**src/hdl/plss_pkg.sv**
```systemverilog
// plss_pkg: offsets, field positions, reset values and timing counts of the
// per-port link status / slot capabilities register pair.
// assumes a byte-addressed configuration port with 32-bit data.
package plss_pkg;
	localparam int          ADDR_W            = 12;
	localparam logic [11:0] OFS_LINK_STATUS   = 12'h052;
	localparam logic [11:0] OFS_SLOT_CAP      = 12'h054;

	// link status field positions
	localparam int          LS_SPEED_LSB      = 0;
	localparam int          LS_WIDTH_LSB      = 4;
	localparam int          LS_TRAIN_ERROR_FLAG_BIT       = 10;
	localparam int          LS_TRAIN_BIT      = 11;
	localparam int          LS_SCLK_BIT       = 12;
	localparam int          LS_DLA_BIT        = 13;

	// slot capabilities field positions
	localparam int          SC_PRES_LSB       = 0;
	localparam int          SC_PRES_MSB       = 6;
	localparam int          SC_PLV_LSB        = 7;
	localparam int          SC_PLV_MSB        = 14;
	localparam int          SC_PLS_LSB        = 15;
	localparam int          SC_PLS_MSB        = 16;
	localparam int          SC_EIP_BIT        = 17;
	localparam int          SC_NO_CMD_COMPLETE_SUPPORT_BIT       = 18;
	localparam int          SC_PSN_LSB        = 19;
	localparam int          SC_PSN_MSB        = 31;

	// reset values
	localparam logic [3:0]  RST_SPEED         = 4'h1;
	localparam logic [5:0]  RST_WIDTH         = 6'h00;
	localparam logic [6:0]  RST_PRES          = 7'h00;
	localparam logic [7:0]  RST_PLV           = 8'h00;
	localparam logic [1:0]  RST_PLS           = 2'h0;
	localparam logic [12:0] RST_PSN           = 13'h0000;
	localparam logic        NO_CMD_COMPLETE_SUPPORT_VALUE        = 1'b0;

	// cycles after reset release before the synchronised strap is trusted
	localparam logic [1:0]  STRAP_WAIT        = 2'h3;
endpackage : plss_pkg

```
**src/hdl/plss_sync.sv**
```systemverilog
// plss_sync: two-flop level synchroniser, also used to release the reset.
// assumes the clock is free running; the first stage feeds only the second.
`timescale 1ns/1ps
module plss_sync #(
	parameter int W = 1
) (
	input  wire logic         i_clk,    // core clock
	input  wire logic         i_arst_n, // asynchronous reset, active low
	input  wire logic [W-1:0] i_d,      // asynchronous level in
	output logic      [W-1:0] o_q       // synchronised level out
);
	logic [W-1:0] stage1;

	// a zero-width synchroniser has nothing to carry
	if (W < 1) begin : g_bad_width
		$error("plss_sync: W must be at least 1");
	end

	always_ff @(posedge i_clk or negedge i_arst_n) begin
		if (!i_arst_n) begin
			stage1 <= '0;
			o_q    <= '0;
		end else begin
			stage1 <= i_d;
			o_q    <= stage1;
		end
	end
endmodule : plss_sync

```
**src/hdl/plss_regs.sv**
```systemverilog
// plss_regs: link status and slot capabilities registers of one switch port,
// with the slot power limit message trigger.
// assumes status inputs come from same-clock link logic; straps are pins.
//
// Behaviour
// - link speed bits 3:0, read-only current speed, resets to 1
// - link width bits 9:4, read-only negotiated width from hardware
// - training error bit 10 only under older revision, else zero
// - bit 11 reads one while link training runs
// - bit 12 common clock, taken from up or down strap, load may override
// - bit 13 shows data link active, zero unless capability reports it
// - slot fields read zero and ignore writes when slot not implemented
// - slot bits 0..4 loadable presence flags, reset zero
// - slot bit 5 surprise removal, loadable, reset zero
// - slot bit 6 hot-plug capable, loadable, reset zero
// - bits 14:7 writable power limit value, reset zero
// - bits 16:15 writable power limit scale, reset zero
// - power limit message on slot register write or DL_Up entry
// - slot bit 17 interlock present, loadable, reset zero
// - slot bit 18 hardwired zero
//
// Implementation choice: the strobed register port.
`timescale 1ns/1ps
module plss_regs #(
	parameter bit P_OLD_REV = 1'b0 // 1: training error reported as in older base revision
) (
	input  wire logic        i_clk,             // core clock, 100 MHz
	input  wire logic        i_arst_n,          // asynchronous reset, active low
	input  wire logic [11:0] i_addr,            // register byte offset
	input  wire logic [31:0] i_wdata,           // write data
	input  wire logic        i_wr,              // write strobe
	input  wire logic        i_rd,              // read strobe
	output logic      [31:0] o_rdata,           // read data, cycle after i_rd
	input  wire logic        i_load_wr,         // configuration load write strobe
	input  wire logic [11:0] i_load_addr,       // configuration load offset
	input  wire logic [31:0] i_load_data,       // configuration load data
	input  wire logic        i_unlock,          // register unlock mode
	input  wire logic [3:0]  i_link_speed,      // current link speed code
	input  wire logic [5:0]  i_link_width,      // negotiated link width
	input  wire logic        i_train_error,     // link training error
	input  wire logic        i_training,        // link training in progress
	input  wire logic        i_dl_active,       // data link layer in DL_Up
	input  wire logic        i_dll_report_cap,  // link capability: reports DL active
	input  wire logic        i_slot_impl,       // express capability: slot implemented
	input  wire logic        i_upstream,        // this port is the upstream port
	input  wire logic        i_cclk_up_strap,   // common_clk_up_strap pin
	input  wire logic        i_cclk_down_strap, // common_clk_down_strap pin
	output logic             o_spl_msg,         // one-cycle power limit message request
	output logic      [7:0]  o_spl_value,       // message power limit value
	output logic      [1:0]  o_spl_scale        // message power limit scale
);
	typedef struct packed {
		logic [1:0]  strap_cnt;
		logic        strap_done;
		logic [3:0]  speed;
		logic [5:0]  width;
		logic        train_error_flag;
		logic        train;
		logic        dla;
		logic        sclk;
		logic [6:0]  pres;
		logic [7:0]  plv;
		logic [1:0]  pls;
		logic        interlock_present;
		logic [12:0] psn;
		logic        msg;
		logic [7:0]  msg_val;
		logic [1:0]  msg_scl;
		logic [31:0] rdata;
	} plss_state_s;

	plss_state_s s;
	plss_state_s next_s;
	logic        rst_n;
	logic        strap_up;
	logic        strap_down;
	logic        wr_any;
	logic [11:0] waddr;
	logic [31:0] wdat;
	logic        lock_ok;
	logic        wr_slot;

	plss_sync #(.W(1)) u_rst_sync (
		.i_clk    (i_clk),
		.i_arst_n (i_arst_n),
		.i_d      (1'b1),
		.o_q      (rst_n)
	);

	plss_sync #(.W(2)) u_strap_sync (
		.i_clk    (i_clk),
		.i_arst_n (i_arst_n),
		.i_d      ({i_cclk_up_strap, i_cclk_down_strap}),
		.o_q      ({strap_up, strap_down})
	);

	// the slices below assume the package field positions match the stored widths
	if (plss_pkg::SC_PRES_MSB - plss_pkg::SC_PRES_LSB != 6 ||
		plss_pkg::SC_PLV_MSB - plss_pkg::SC_PLV_LSB != 7 ||
		plss_pkg::SC_PLS_MSB - plss_pkg::SC_PLS_LSB != 1 ||
		plss_pkg::SC_PSN_MSB - plss_pkg::SC_PSN_LSB != 12) begin : g_bad_fields
		$error("plss_regs: slot field positions do not match the stored widths");
	end

	// effective slot word; every field but the hardwired bit is masked off without a slot
	function automatic logic [31:0] slot_word(input plss_state_s st, input logic impl);
		logic [31:0] w;
		w = '0;
		if (impl) begin
			w[plss_pkg::SC_PRES_MSB:plss_pkg::SC_PRES_LSB] = st.pres;
			w[plss_pkg::SC_PLV_MSB:plss_pkg::SC_PLV_LSB]   = st.plv;
			w[plss_pkg::SC_PLS_MSB:plss_pkg::SC_PLS_LSB]   = st.pls;
			w[plss_pkg::SC_EIP_BIT]                        = st.interlock_present;
			w[plss_pkg::SC_PSN_MSB:plss_pkg::SC_PSN_LSB]   = st.psn;
		end
		w[plss_pkg::SC_NO_CMD_COMPLETE_SUPPORT_BIT] = plss_pkg::NO_CMD_COMPLETE_SUPPORT_VALUE;
		return w;
	endfunction : slot_word

	function automatic logic [31:0] link_word(input plss_state_s st, input logic dll_cap);
		logic [31:0] w;
		w = '0;
		w[plss_pkg::LS_SPEED_LSB +: 4] = st.speed;
		w[plss_pkg::LS_WIDTH_LSB +: 6] = st.width;
		w[plss_pkg::LS_TRAIN_ERROR_FLAG_BIT]       = st.train_error_flag;
		w[plss_pkg::LS_TRAIN_BIT]      = st.train;
		w[plss_pkg::LS_SCLK_BIT]       = st.sclk;
		w[plss_pkg::LS_DLA_BIT]        = st.dla & dll_cap;
		return w;
	endfunction : link_word

	// a load write and a bus write in the same cycle: the load wins, the bus write is lost
	assign wr_any  = i_load_wr | i_wr;
	assign waddr   = i_load_wr ? i_load_addr : i_addr;
	assign wdat    = i_load_wr ? i_load_data : i_wdata;
	assign lock_ok = i_load_wr | i_unlock;
	assign wr_slot = wr_any && (waddr == plss_pkg::OFS_SLOT_CAP);

	always_comb begin
		next_s       = s;
		next_s.msg   = 1'b0;
		next_s.rdata = '0;
		next_s.speed = i_link_speed;
		next_s.width = i_link_width;
		next_s.train_error_flag  = P_OLD_REV ? i_train_error : 1'b0;
		next_s.train = i_training;
		next_s.dla   = i_dl_active;
		// strap is sampled once, after the synchroniser has settled
		if (s.strap_cnt != plss_pkg::STRAP_WAIT) begin
			next_s.strap_cnt = s.strap_cnt + 2'h1;
		end else if (!s.strap_done) begin
			next_s.strap_done = 1'b1;
			next_s.sclk       = i_upstream ? strap_up : strap_down;
		end
		if (wr_any && (waddr == plss_pkg::OFS_LINK_STATUS) && lock_ok) begin
			next_s.sclk       = wdat[plss_pkg::LS_SCLK_BIT];
			next_s.strap_done = 1'b1;
		end
		if (wr_slot && i_slot_impl) begin
			if (lock_ok) begin
				next_s.pres = wdat[plss_pkg::SC_PRES_MSB:plss_pkg::SC_PRES_LSB];
				next_s.interlock_present  = wdat[plss_pkg::SC_EIP_BIT];
				next_s.psn  = wdat[plss_pkg::SC_PSN_MSB:plss_pkg::SC_PSN_LSB];
			end
			next_s.plv = wdat[plss_pkg::SC_PLV_MSB:plss_pkg::SC_PLV_LSB];
			next_s.pls = wdat[plss_pkg::SC_PLS_MSB:plss_pkg::SC_PLS_LSB];
		end
		// one message covers a write and a DL_Up entry landing together
		if (wr_slot || (i_dl_active && !s.dla)) begin
			next_s.msg     = 1'b1;
			next_s.msg_val = i_slot_impl ? next_s.plv : 8'h00;
			next_s.msg_scl = i_slot_impl ? next_s.pls : 2'h0;
		end
		if (i_rd) begin
			case (i_addr)
				plss_pkg::OFS_LINK_STATUS: next_s.rdata = link_word(s, i_dll_report_cap);
				plss_pkg::OFS_SLOT_CAP:    next_s.rdata = slot_word(s, i_slot_impl);
				default:                   next_s.rdata = '0;
			endcase
		end
	end

	always_ff @(posedge i_clk or negedge rst_n) begin
		if (!rst_n) begin
			s       <= '0;
			s.speed <= plss_pkg::RST_SPEED;
			s.width <= plss_pkg::RST_WIDTH;
			s.pres  <= plss_pkg::RST_PRES;
			s.plv   <= plss_pkg::RST_PLV;
			s.pls   <= plss_pkg::RST_PLS;
			s.psn   <= plss_pkg::RST_PSN;
		end else begin
			s <= next_s;
		end
	end

	assign o_rdata     = s.rdata;
	assign o_spl_msg   = s.msg;
	assign o_spl_value = s.msg_val;
	assign o_spl_scale = s.msg_scl;

	a_speed_read: assert property (@(posedge i_clk) disable iff (!rst_n)
		i_rd && i_addr == plss_pkg::OFS_LINK_STATUS && $past(rst_n) |=> o_rdata[3:0] == $past(i_link_speed, 2))
		else $error("link speed field does not follow the link");
	a_width_read: assert property (@(posedge i_clk) disable iff (!rst_n)
		i_rd && i_addr == plss_pkg::OFS_LINK_STATUS && $past(rst_n) |=> o_rdata[9:4] == $past(i_link_width, 2))
		else $error("link width field does not follow the link");
	a_train_error_flag_new_rev: assert property (@(posedge i_clk) disable iff (!rst_n)
		i_rd && i_addr == plss_pkg::OFS_LINK_STATUS && !P_OLD_REV |=> !o_rdata[10])
		else $error("training error visible under newer revision");
	a_train_read: assert property (@(posedge i_clk) disable iff (!rst_n)
		i_rd && i_addr == plss_pkg::OFS_LINK_STATUS && $past(rst_n) |=> o_rdata[11] == $past(i_training, 2))
		else $error("training bit does not follow link training");
	a_dla_gated: assert property (@(posedge i_clk) disable iff (!rst_n)
		i_rd && i_addr == plss_pkg::OFS_LINK_STATUS && !i_dll_report_cap |=> !o_rdata[13])
		else $error("data link active shown without capability");
	a_slot_masked: assert property (@(posedge i_clk) disable iff (!rst_n)
		i_rd && i_addr == plss_pkg::OFS_SLOT_CAP && !i_slot_impl |=> o_rdata == 32'h0000_0000)
		else $error("slot capabilities visible without slot");
	a_no_cmd_complete_support_zero: assert property (@(posedge i_clk) disable iff (!rst_n)
		i_rd && i_addr == plss_pkg::OFS_SLOT_CAP |=> !o_rdata[18])
		else $error("no command completed bit not zero");
	a_msg_on_write: assert property (@(posedge i_clk) disable iff (!rst_n)
		wr_slot |=> o_spl_msg && o_spl_value == ($past(i_slot_impl) ? $past(wdat[14:7]) : 8'h00))
		else $error("slot write gave no power limit message");
	a_msg_on_dlup: assert property (@(posedge i_clk) disable iff (!rst_n)
		i_dl_active && !s.dla |=> o_spl_msg)
		else $error("DL_Up entry gave no power limit message");
	a_locked_fields: assert property (@(posedge i_clk) disable iff (!rst_n)
		i_wr && !i_load_wr && !i_unlock |=> s.pres == $past(s.pres) && s.psn == $past(s.psn) && s.interlock_present == $past(s.interlock_present))
		else $error("locked field changed by ordinary write");
	a_plv_store: assert property (@(posedge i_clk) disable iff (!rst_n)
		i_wr && !i_load_wr && i_slot_impl && i_addr == plss_pkg::OFS_SLOT_CAP |=> s.plv == $past(i_wdata[14:7]))
		else $error("power limit value not stored");

	// clock configuration bit: load path, one-time strap capture, then frozen
	a_sclk_load: assert property (@(posedge i_clk) disable iff (!rst_n)
		i_load_wr && i_load_addr == plss_pkg::OFS_LINK_STATUS |=> s.sclk == $past(i_load_data[12]))
		else $error("clock configuration bit not taken from load path");

	a_strap_once: assert property (@(posedge i_clk) disable iff (!rst_n)
		s.strap_done && !i_load_wr && !i_unlock |=> $stable(s.sclk))
		else $error("clock configuration bit changed after strap capture");

	a_strap_capture: assert property (@(posedge i_clk) disable iff (!rst_n)
		!s.strap_done && s.strap_cnt == plss_pkg::STRAP_WAIT && !i_load_wr && !i_unlock
		|=> s.sclk == ($past(i_upstream) ? $past(strap_up) : $past(strap_down)))
		else $error("clock configuration bit not taken from the port strap");

	// slot field updates through the load path and the bus write
	a_presence_load: assert property (@(posedge i_clk) disable iff (!rst_n)
		i_load_wr && i_load_addr == plss_pkg::OFS_SLOT_CAP && i_slot_impl |=> s.pres[4:0] == $past(i_load_data[4:0]))
		else $error("presence flags not loaded");

	a_surprise_load: assert property (@(posedge i_clk) disable iff (!rst_n)
		i_load_wr && i_load_addr == plss_pkg::OFS_SLOT_CAP && i_slot_impl |=> s.pres[5] == $past(i_load_data[5]))
		else $error("surprise removal bit not loaded");

	a_hotplug_load: assert property (@(posedge i_clk) disable iff (!rst_n)
		i_load_wr && i_load_addr == plss_pkg::OFS_SLOT_CAP && i_slot_impl |=> s.pres[6] == $past(i_load_data[6]))
		else $error("hot-plug capable bit not loaded");

	a_eip_load: assert property (@(posedge i_clk) disable iff (!rst_n)
		i_load_wr && i_load_addr == plss_pkg::OFS_SLOT_CAP && i_slot_impl |=> s.interlock_present == $past(i_load_data[17]))
		else $error("interlock bit not loaded");

	a_psn_load: assert property (@(posedge i_clk) disable iff (!rst_n)
		i_load_wr && i_load_addr == plss_pkg::OFS_SLOT_CAP && i_slot_impl |=> s.psn == $past(i_load_data[31:19]))
		else $error("physical slot number not loaded");

	a_pls_store: assert property (@(posedge i_clk) disable iff (!rst_n)
		i_wr && !i_load_wr && i_slot_impl && i_addr == plss_pkg::OFS_SLOT_CAP |=> s.pls == $past(i_wdata[16:15]))
		else $error("power limit scale not stored");

	a_slot_frozen: assert property (@(posedge i_clk) disable iff (!rst_n)
		wr_slot && !i_slot_impl
		|=> $stable(s.pres) && $stable(s.plv) && $stable(s.pls) && $stable(s.interlock_present) && $stable(s.psn))
		else $error("slot field changed without a slot");

	// message pulse and its payload
	a_msg_quiet: assert property (@(posedge i_clk) disable iff (!rst_n)
		!wr_slot && !(i_dl_active && !s.dla) |=> !o_spl_msg)
		else $error("power limit message without a cause");

	a_msg_dlup_val: assert property (@(posedge i_clk) disable iff (!rst_n)
		i_dl_active && !s.dla && !wr_slot && i_slot_impl |=> o_spl_value == $past(s.plv) && o_spl_scale == $past(s.pls))
		else $error("link up message does not carry the stored fields");

	a_msg_noslot: assert property (@(posedge i_clk) disable iff (!rst_n)
		wr_slot && !i_slot_impl |=> o_spl_value == 8'h00 && o_spl_scale == 2'h0)
		else $error("message carries power limit fields without a slot");

	// read-back of the status and slot words
	a_dla_read: assert property (@(posedge i_clk) disable iff (!rst_n)
		i_rd && i_addr == plss_pkg::OFS_LINK_STATUS && i_dll_report_cap && $past(rst_n)
		|=> o_rdata[13] == $past(i_dl_active, 2))
		else $error("data link active bit does not follow the link");

	a_pres_read: assert property (@(posedge i_clk) disable iff (!rst_n)
		i_rd && i_addr == plss_pkg::OFS_SLOT_CAP && i_slot_impl |=> o_rdata[6:0] == $past(s.pres))
		else $error("presence flags not read back");

	a_plv_read: assert property (@(posedge i_clk) disable iff (!rst_n)
		i_rd && i_addr == plss_pkg::OFS_SLOT_CAP && i_slot_impl |=> o_rdata[14:7] == $past(s.plv))
		else $error("power limit value not read back");

	a_pls_read: assert property (@(posedge i_clk) disable iff (!rst_n)
		i_rd && i_addr == plss_pkg::OFS_SLOT_CAP && i_slot_impl |=> o_rdata[16:15] == $past(s.pls))
		else $error("power limit scale not read back");
endmodule : plss_regs

```
**config.mk**
```make
export PLATFORM = sky130hd
export DESIGN_NAME = plss_regs
export DESIGN_NICKNAME = d
export VERILOG_FILES = /design/src/hdl/plss_pkg.sv /design/src/hdl/plss_sync.sv /design/src/hdl/plss_regs.sv
export SDC_FILE = /design/constraint.sdc
export NUM_CORES = 1
export LEC_CHECK = 0
export ABC_AREA = 1
export BUFFER_PORTS_ARGS = -buffer_cell sky130_fd_sc_hd__buf_2
export CAP_MARGIN = 20
export CORE_UTILIZATION = 45
export DETAILED_ROUTE_END_ITERATION = 10
export MAX_ROUTING_LAYER = met4
export PLACE_DENSITY = 0.75
export RECOVER_POWER = 25
export SLEW_MARGIN = 20
export SYNTH_ARGS = -nofsm -noshare
export SYNTH_HDL_FRONTEND = slang
export SYNTH_SLANG_ARGS = --single-unit
export TNS_END_PERCENT = 10
```
**constraint.sdc**
```tcl
create_clock -name i_clk -period 2.6 [get_ports i_clk]
set_input_delay 0.78 -clock i_clk [delete_from_list [all_inputs] [get_ports i_clk]]
set_output_delay 0.78 -clock i_clk [all_outputs]
set_load 0.01 [all_outputs]
```
# Yosys cells after proc, flatten, opt, wreduce, memory -nomap -nowiden
# Index checks and enable logic that the tools add are counted.
# totals
regBits	96
input_bits	112
out_inout_bits	43
elab_cells	57
# op_classes
n_addsub	1
n_eq_ne	7
mux	17
bitwise_logic	3
reduce_logical	9
# ops
op	n
2-to-1 mux 32 bit	2
one-hot mux 32 bit (2 select lines)	1
== test 12 x 7 -> 1 bit, second input constant	4
2-to-1 mux 24 bit	1
2-to-1 mux 18 bit	1
2-to-1 mux 14 bit	1
2-to-1 mux 13 bit	1
2-to-1 mux 12 bit	1
2-to-1 mux 11 bit	1
2-to-1 mux 8 bit	1
2-to-1 mux 1 bit	6
logical AND 1 bit	5
inequality test 2 x 1 -> 1 bit, second input constant	2
AND reduction 2 bit	2
adder 2 x 1 -> 2 bit, second input constant	1
2-to-1 mux 2 bit	1
inequality test 2 bit, second input constant	1
bitwise OR 1 bit	2
bitwise AND 1 bit	1
zero test 1 bit	1
logical OR 1 bit	1

# Depth between registers and ports, before layout
# depth
word_depth	7
mapped_depth	11
ltp_nobuf	10

# Cells and area by module
# A second synthesis with hierarchy kept.
# unflattened
hier_cells	540
area_unflattened_um2	4486.8
# modules_own_cells
mod	instances	cells_per_inst	area_each_um2	seq_area_each_um2
plss_regs	1	534	4336.7	2228.4
plss_sync at u_strap_sync	1	4	100.1	100.1
plss_sync at u_rst_sync	1	2	50.0	50.0

# Worst setup path after synthesis
# Ideal clock, no wire load.
# synth_timing
path_type	in2reg
start	in i_addr[8]
end	reg s, in the netlist o_rdata[11]
setup_time_ps	78
t_arrival_ps	1792
t_required_ps	2522
slack_ps	730
cell_stages	8
n_path_buf	1
cell_sequence	nor2_1 > and2_1 > and2_1 > nand2_1 > nor2_2 > buf_4 > nand2_1 > a21oi_1
# synth_lines
item	line	source
start: declaration	plss_regs.sv:29	input wire logic [11:0] i_addr,
end signal: assignment	plss_regs.sv:193	s <= next_s;
end: declaration	plss_regs.sv:72	plss_state_s s;

# Worst setup path in the final report
# layout_timing
start	in i_load_wr
end	reg s[54] (netlist bit)
# layout_between
elab_chain_len	5
elab_cells_between_ends	8
classes_between	eq/ne (1); mux (2); bitwise (2); reduce/logical (3)
# layout_lines
item	line	source
start: declaration	plss_regs.sv:34	input wire logic i_load_wr,
2-to-1 mux 12 bit	plss_regs.sv:134	assign waddr = i_load_wr ? i_load_addr : i_addr;
== test 12 x 7 -> 1 bit	plss_regs.sv:137	assign wr_slot = wr_any && (waddr == plss_pkg::OFS_SLOT_CAP);
logical AND 1 bit	plss_regs.sv:137	
logical AND 1 bit	plss_regs.sv:159	if (wr_slot && i_slot_impl) begin
AND reduction 2 bit (no line)	n/a	
# Several ways; a longest one is shown, not always the timed one.
# A chain may end at the register's enable or synchronous reset.

==> impl_metrics.toml <==
[run_status]
run_status = "complete, but fails checks"
violations = "capacitance limit, slew limit"

[worst_setup_path]
r2r-end = "s[84]$_DFF_PN1_"
beginning_of_the_worst_register_to_register_path = "u_rst_sync.o_q$_DFF_PN0_"
crit_fanout = 42
worstSetupEndpointType = "register"
path_class = "in2reg"
reg2reg_slack_ns = 0.90
timing.critical_path.required_ns = 2.82
timing.critical_path.from_type = "input port"
worst-endpoint-arrival_ns = 2.24
worst_reg2reg_path_length_in_cells = 1

[global_route]
grt_util_all_layers_pct = 19.32
first_pass_grt_wire_length_mm = 14.76
antenna_found_initial = 0
overflow = 0
grt_max_degree = 51
via_count_of_the_first_global_routing_pass = 3251

[clock_network]
clock_tree.buffer_depth = 2
ctsResizeCount = 0
cts.repair_timing.setup_buffer_count = 0
clock_latency_ns = 0.35
h-tree-depth = 3
tritoncts_clock_tree = "built"
tritoncts.num_buffers = 9
worst_setup_hold_path_clk_slew_ns = 0.08
clock_sink_count = 95
ctsHoldBuffers = 0
cts-root-buf = "sky130_fd_sc_hd__clkbuf_8"

[synthesis]
ys_types = 31
synth_simple_gate_area_share_pct = 22.65
synth_top_area_share_pct = 53.09
synth_nets = 581
yosys_warnings = 0
multiplexer_area_fraction_after_synthesis_pct = 4.970
synth_compound_gate_area_share_pct = 6.382
yosys.area_share.adder_pct = 0.2824
main_combinational_cell_family_by_area_after_synthesis = "simple AND/OR/NAND/NOR gates"
post_synth_xor_area_fraction_pct = 0.1977
synthDominantAreaCellType = "sky130_fd_sc_hd__dfrtp_1"
post_synth_inst_count = 468
post-synth-top-count-cell = "sky130_fd_sc_hd__nand2_1"
syn_area_per_cell_sq_um = 9.467
ys_seq_area_share_pct = 53.69
ys_seq_elements = 95
synth-async-reset-ratio_pct = 100.0
netlist_top_cells_area = "sky130_fd_sc_hd__dfrtp_1 (53%), sky130_fd_sc_hd__nand2_1 (14%), sky130_fd_sc_hd__buf_4 (7.5%), sky130_fd_sc_hd__mux2i_1 (5.0%), sky130_fd_sc_hd__o21ai_2 (4.2%)"
synth_edf_count = 0
ys_top_cells_by_count = "sky130_fd_sc_hd__nand2_1 (164), sky130_fd_sc_hd__dfrtp_1 (94), sky130_fd_sc_hd__buf_4 (44)"
synthesis.area_sq_um = 4430
ys.flop_type = "sky130_fd_sc_hd__dfrtp_1"

[routing]
antenna_left = 0
detailroute.wirelength.met3_um = 380
routed_wl_mm = 8.972
avgViaCountPerCell = 4.632
wl_per_cell_um = 12.65
route.vias.total = 3284
remaining_drc_errors = 0
drt_pre_antenna_iters = 4
met2WireLength_mm = 4.617
met1_length_mm = 3.889
top_layer = "met4"
drt_iter0_markers = 79

[sta]
timing.final.crit_period_ns = 2.021
finalCritPeriodShare_pct = 77.73
setup_viol = 0
timing.slew.headroom_pct = -7.730
final.setup.tns_ns = 0
achievable-frequency_mhz = 494.8
rsz0062_at_grt = "false"
worst_slew_pin_slew_ns = 1.616
finalHoldViolations = 0
final_setup_skew_ns = 0.009032
maxSlewViolCount = 40

[cells_and_area]
share_of_the_core_filled_with_cells_pct = 54.95
final_net_count = 689
layout.cells.non_filler = 709
post_route_cells_drive_above_1_share_pct = 34.83
areaGrowthSynthToFinish_pct = 16.24
num_antenna_cells = 0
n_fill_cell = 890

[die]
core_area_sq_um = 9371
io-pin-count = 155
placement_rows = 35
chipWidth_um = 101.2
initial_core_util_pct = 47.28
die_h_um = 101.2
floorplan.die_area_sq_um = 10250

[place]
port_buffers = 150
routability_cong = 0.8158
place.detailed.instances = 694
dp.final_hpwl_mm = 6.715

[pwr]
p_leak_nw = 2.835
p_per_area_nw_per_um2 = 506.5
worst_ir_drop_vdd_mv = 0.3650

[worst_hold_path]
min_path_type = "in2async"

[flow_run]
cap_violations = 1
critical path, cell delays in order:
cell	delay (ns)
sky130_fd_sc_hd__buf_2	0.19
sky130_fd_sc_hd__inv_2	0.17
sky130_fd_sc_hd__nand2_1	0.09
sky130_fd_sc_hd__nand2_1	0.07
sky130_fd_sc_hd__nor2_1	0.13
sky130_fd_sc_hd__nand3_2	0.09
sky130_fd_sc_hd__nor2_4	0.13
sky130_fd_sc_hd__nand3_4	0.06
sky130_fd_sc_hd__buf_4	0.29
sky130_fd_sc_hd__nand2_1	0.14
sky130_fd_sc_hd__o21ai_2	0.06
how the worst max path moves through the flow:
stage | start | end | slack (ns) | cells after the start
final | i_load_wr | s[54]$_DFFE_PN0P_ | 0.58 | 11
after global routing | i_load_wr | s[54]$_DFFE_PN0P_ | 0.42 | 11
after CTS | i_load_wr | s[54]$_DFFE_PN0P_ | 0.60 | 10
after detailed placement | i_load_wr | s[55]$_DFFE_PN0P_ | 0.22 | 10
after global placement | i_load_wr | s[49]$_DFFE_PN0P_ | 0.27 | 11
after floorplan | i_addr[8] | o_rdata[11]$_DFF_PN0_ | 0.73 | 8
placed cells by master, fill, tap and decap left out, drive strengths merged:
cell	netlist	routed
o21ai	22	22
or2	1	1
xnor2	1	1
buf	55	154
a21oi	15	15
conb	2	2
nor4	3	3
mux2i	22	22
nand3	22	22
nor3b	18	18
clkbuf	4	13
ha	1	1
nand2	165	165
clkinv	0	1
clkinvlp	0	3
dfstp	1	1
nor2	14	14
dfrtp	94	94
nor3	1	1
and2	3	3
inv	23	23
o31ai	1	1
power by group:
part	switching (W)	internal (W)	total [W]
Sequential	0.0000174	0.00149	0.00151
Combinational	0.000122	0.0000981	0.000220
Clock	0.000482	0.000396	0.000878
final cells by class:
cell class / count / area [sq um] / area share, %
clock buffers: 11 / 151.4 / 2.940
clock inverters: 4 / 31.28 / 0.6074
inverters: 23 / 86.33 / 1.676
multi-input cells: 291 / 1535 / 29.81
flip-flops and latches: 95 / 2379 / 46.19
well taps: 129 / 161.4 / 3.134
repair buffers: 156 / 805.8 / 15.65
cells by family (layout without fill, tap and decap cells):
| kind of cell | count (synthesis) | after routing |
|---|---|---|
| AOI/OAI and AO/OA | 38 | 38 |
| xor gates and xnor gates | 1 | 1 |
| DFF | 95 | 95 |
| buffers and inverters | 82 | 194 |
| other | 2 | 2 |
| and+or+nand+nor | 227 | 227 |
| muxes | 22 | 22 |
| adders and majority gates | 1 | 1 |
state kept, by name, indices dropped and copies added (netlist names):
| signal | cells |
|---|---|
| o_rdata | 31 |
| o_spl_msg | 1 |
| o_spl_scale | 2 |
| o_spl_value | 8 |
| s | 47 |
| u_rst_sync.o_q | 1 |
| u_rst_sync.stage1 | 1 |
| u_strap_sync.o_q | 2 |
| u_strap_sync.stage1 | 2 |
metrics by stage:
step / hold WS [ns] / power [W] / area (sq um) / worst slack, ns
final: 0.2852 / 0.002608 / 5150 / 0.5791
after detailed placement: 0.3355 / 0.001767 / 4974 / 0.2240
after global placement: 0.3237 / 0.001758 / 4974 / 0.2663
after global routing: 0.2935 / 0.002730 / 5150 / 0.4233
after CTS: 0.2174 / 0.002651 / 5156 / 0.6027
after floorplan: 0.3311 / 0.001646 / 4432 / 0.7298
per-layer routing:
layer	vias to the layer above	track usage, %
met5	-	-
met4	0	6.355
met3	12	3.865
met2	100	32.81
met1	1517	23.03
li1	1655	-
(Power assumes the default switching activity.)
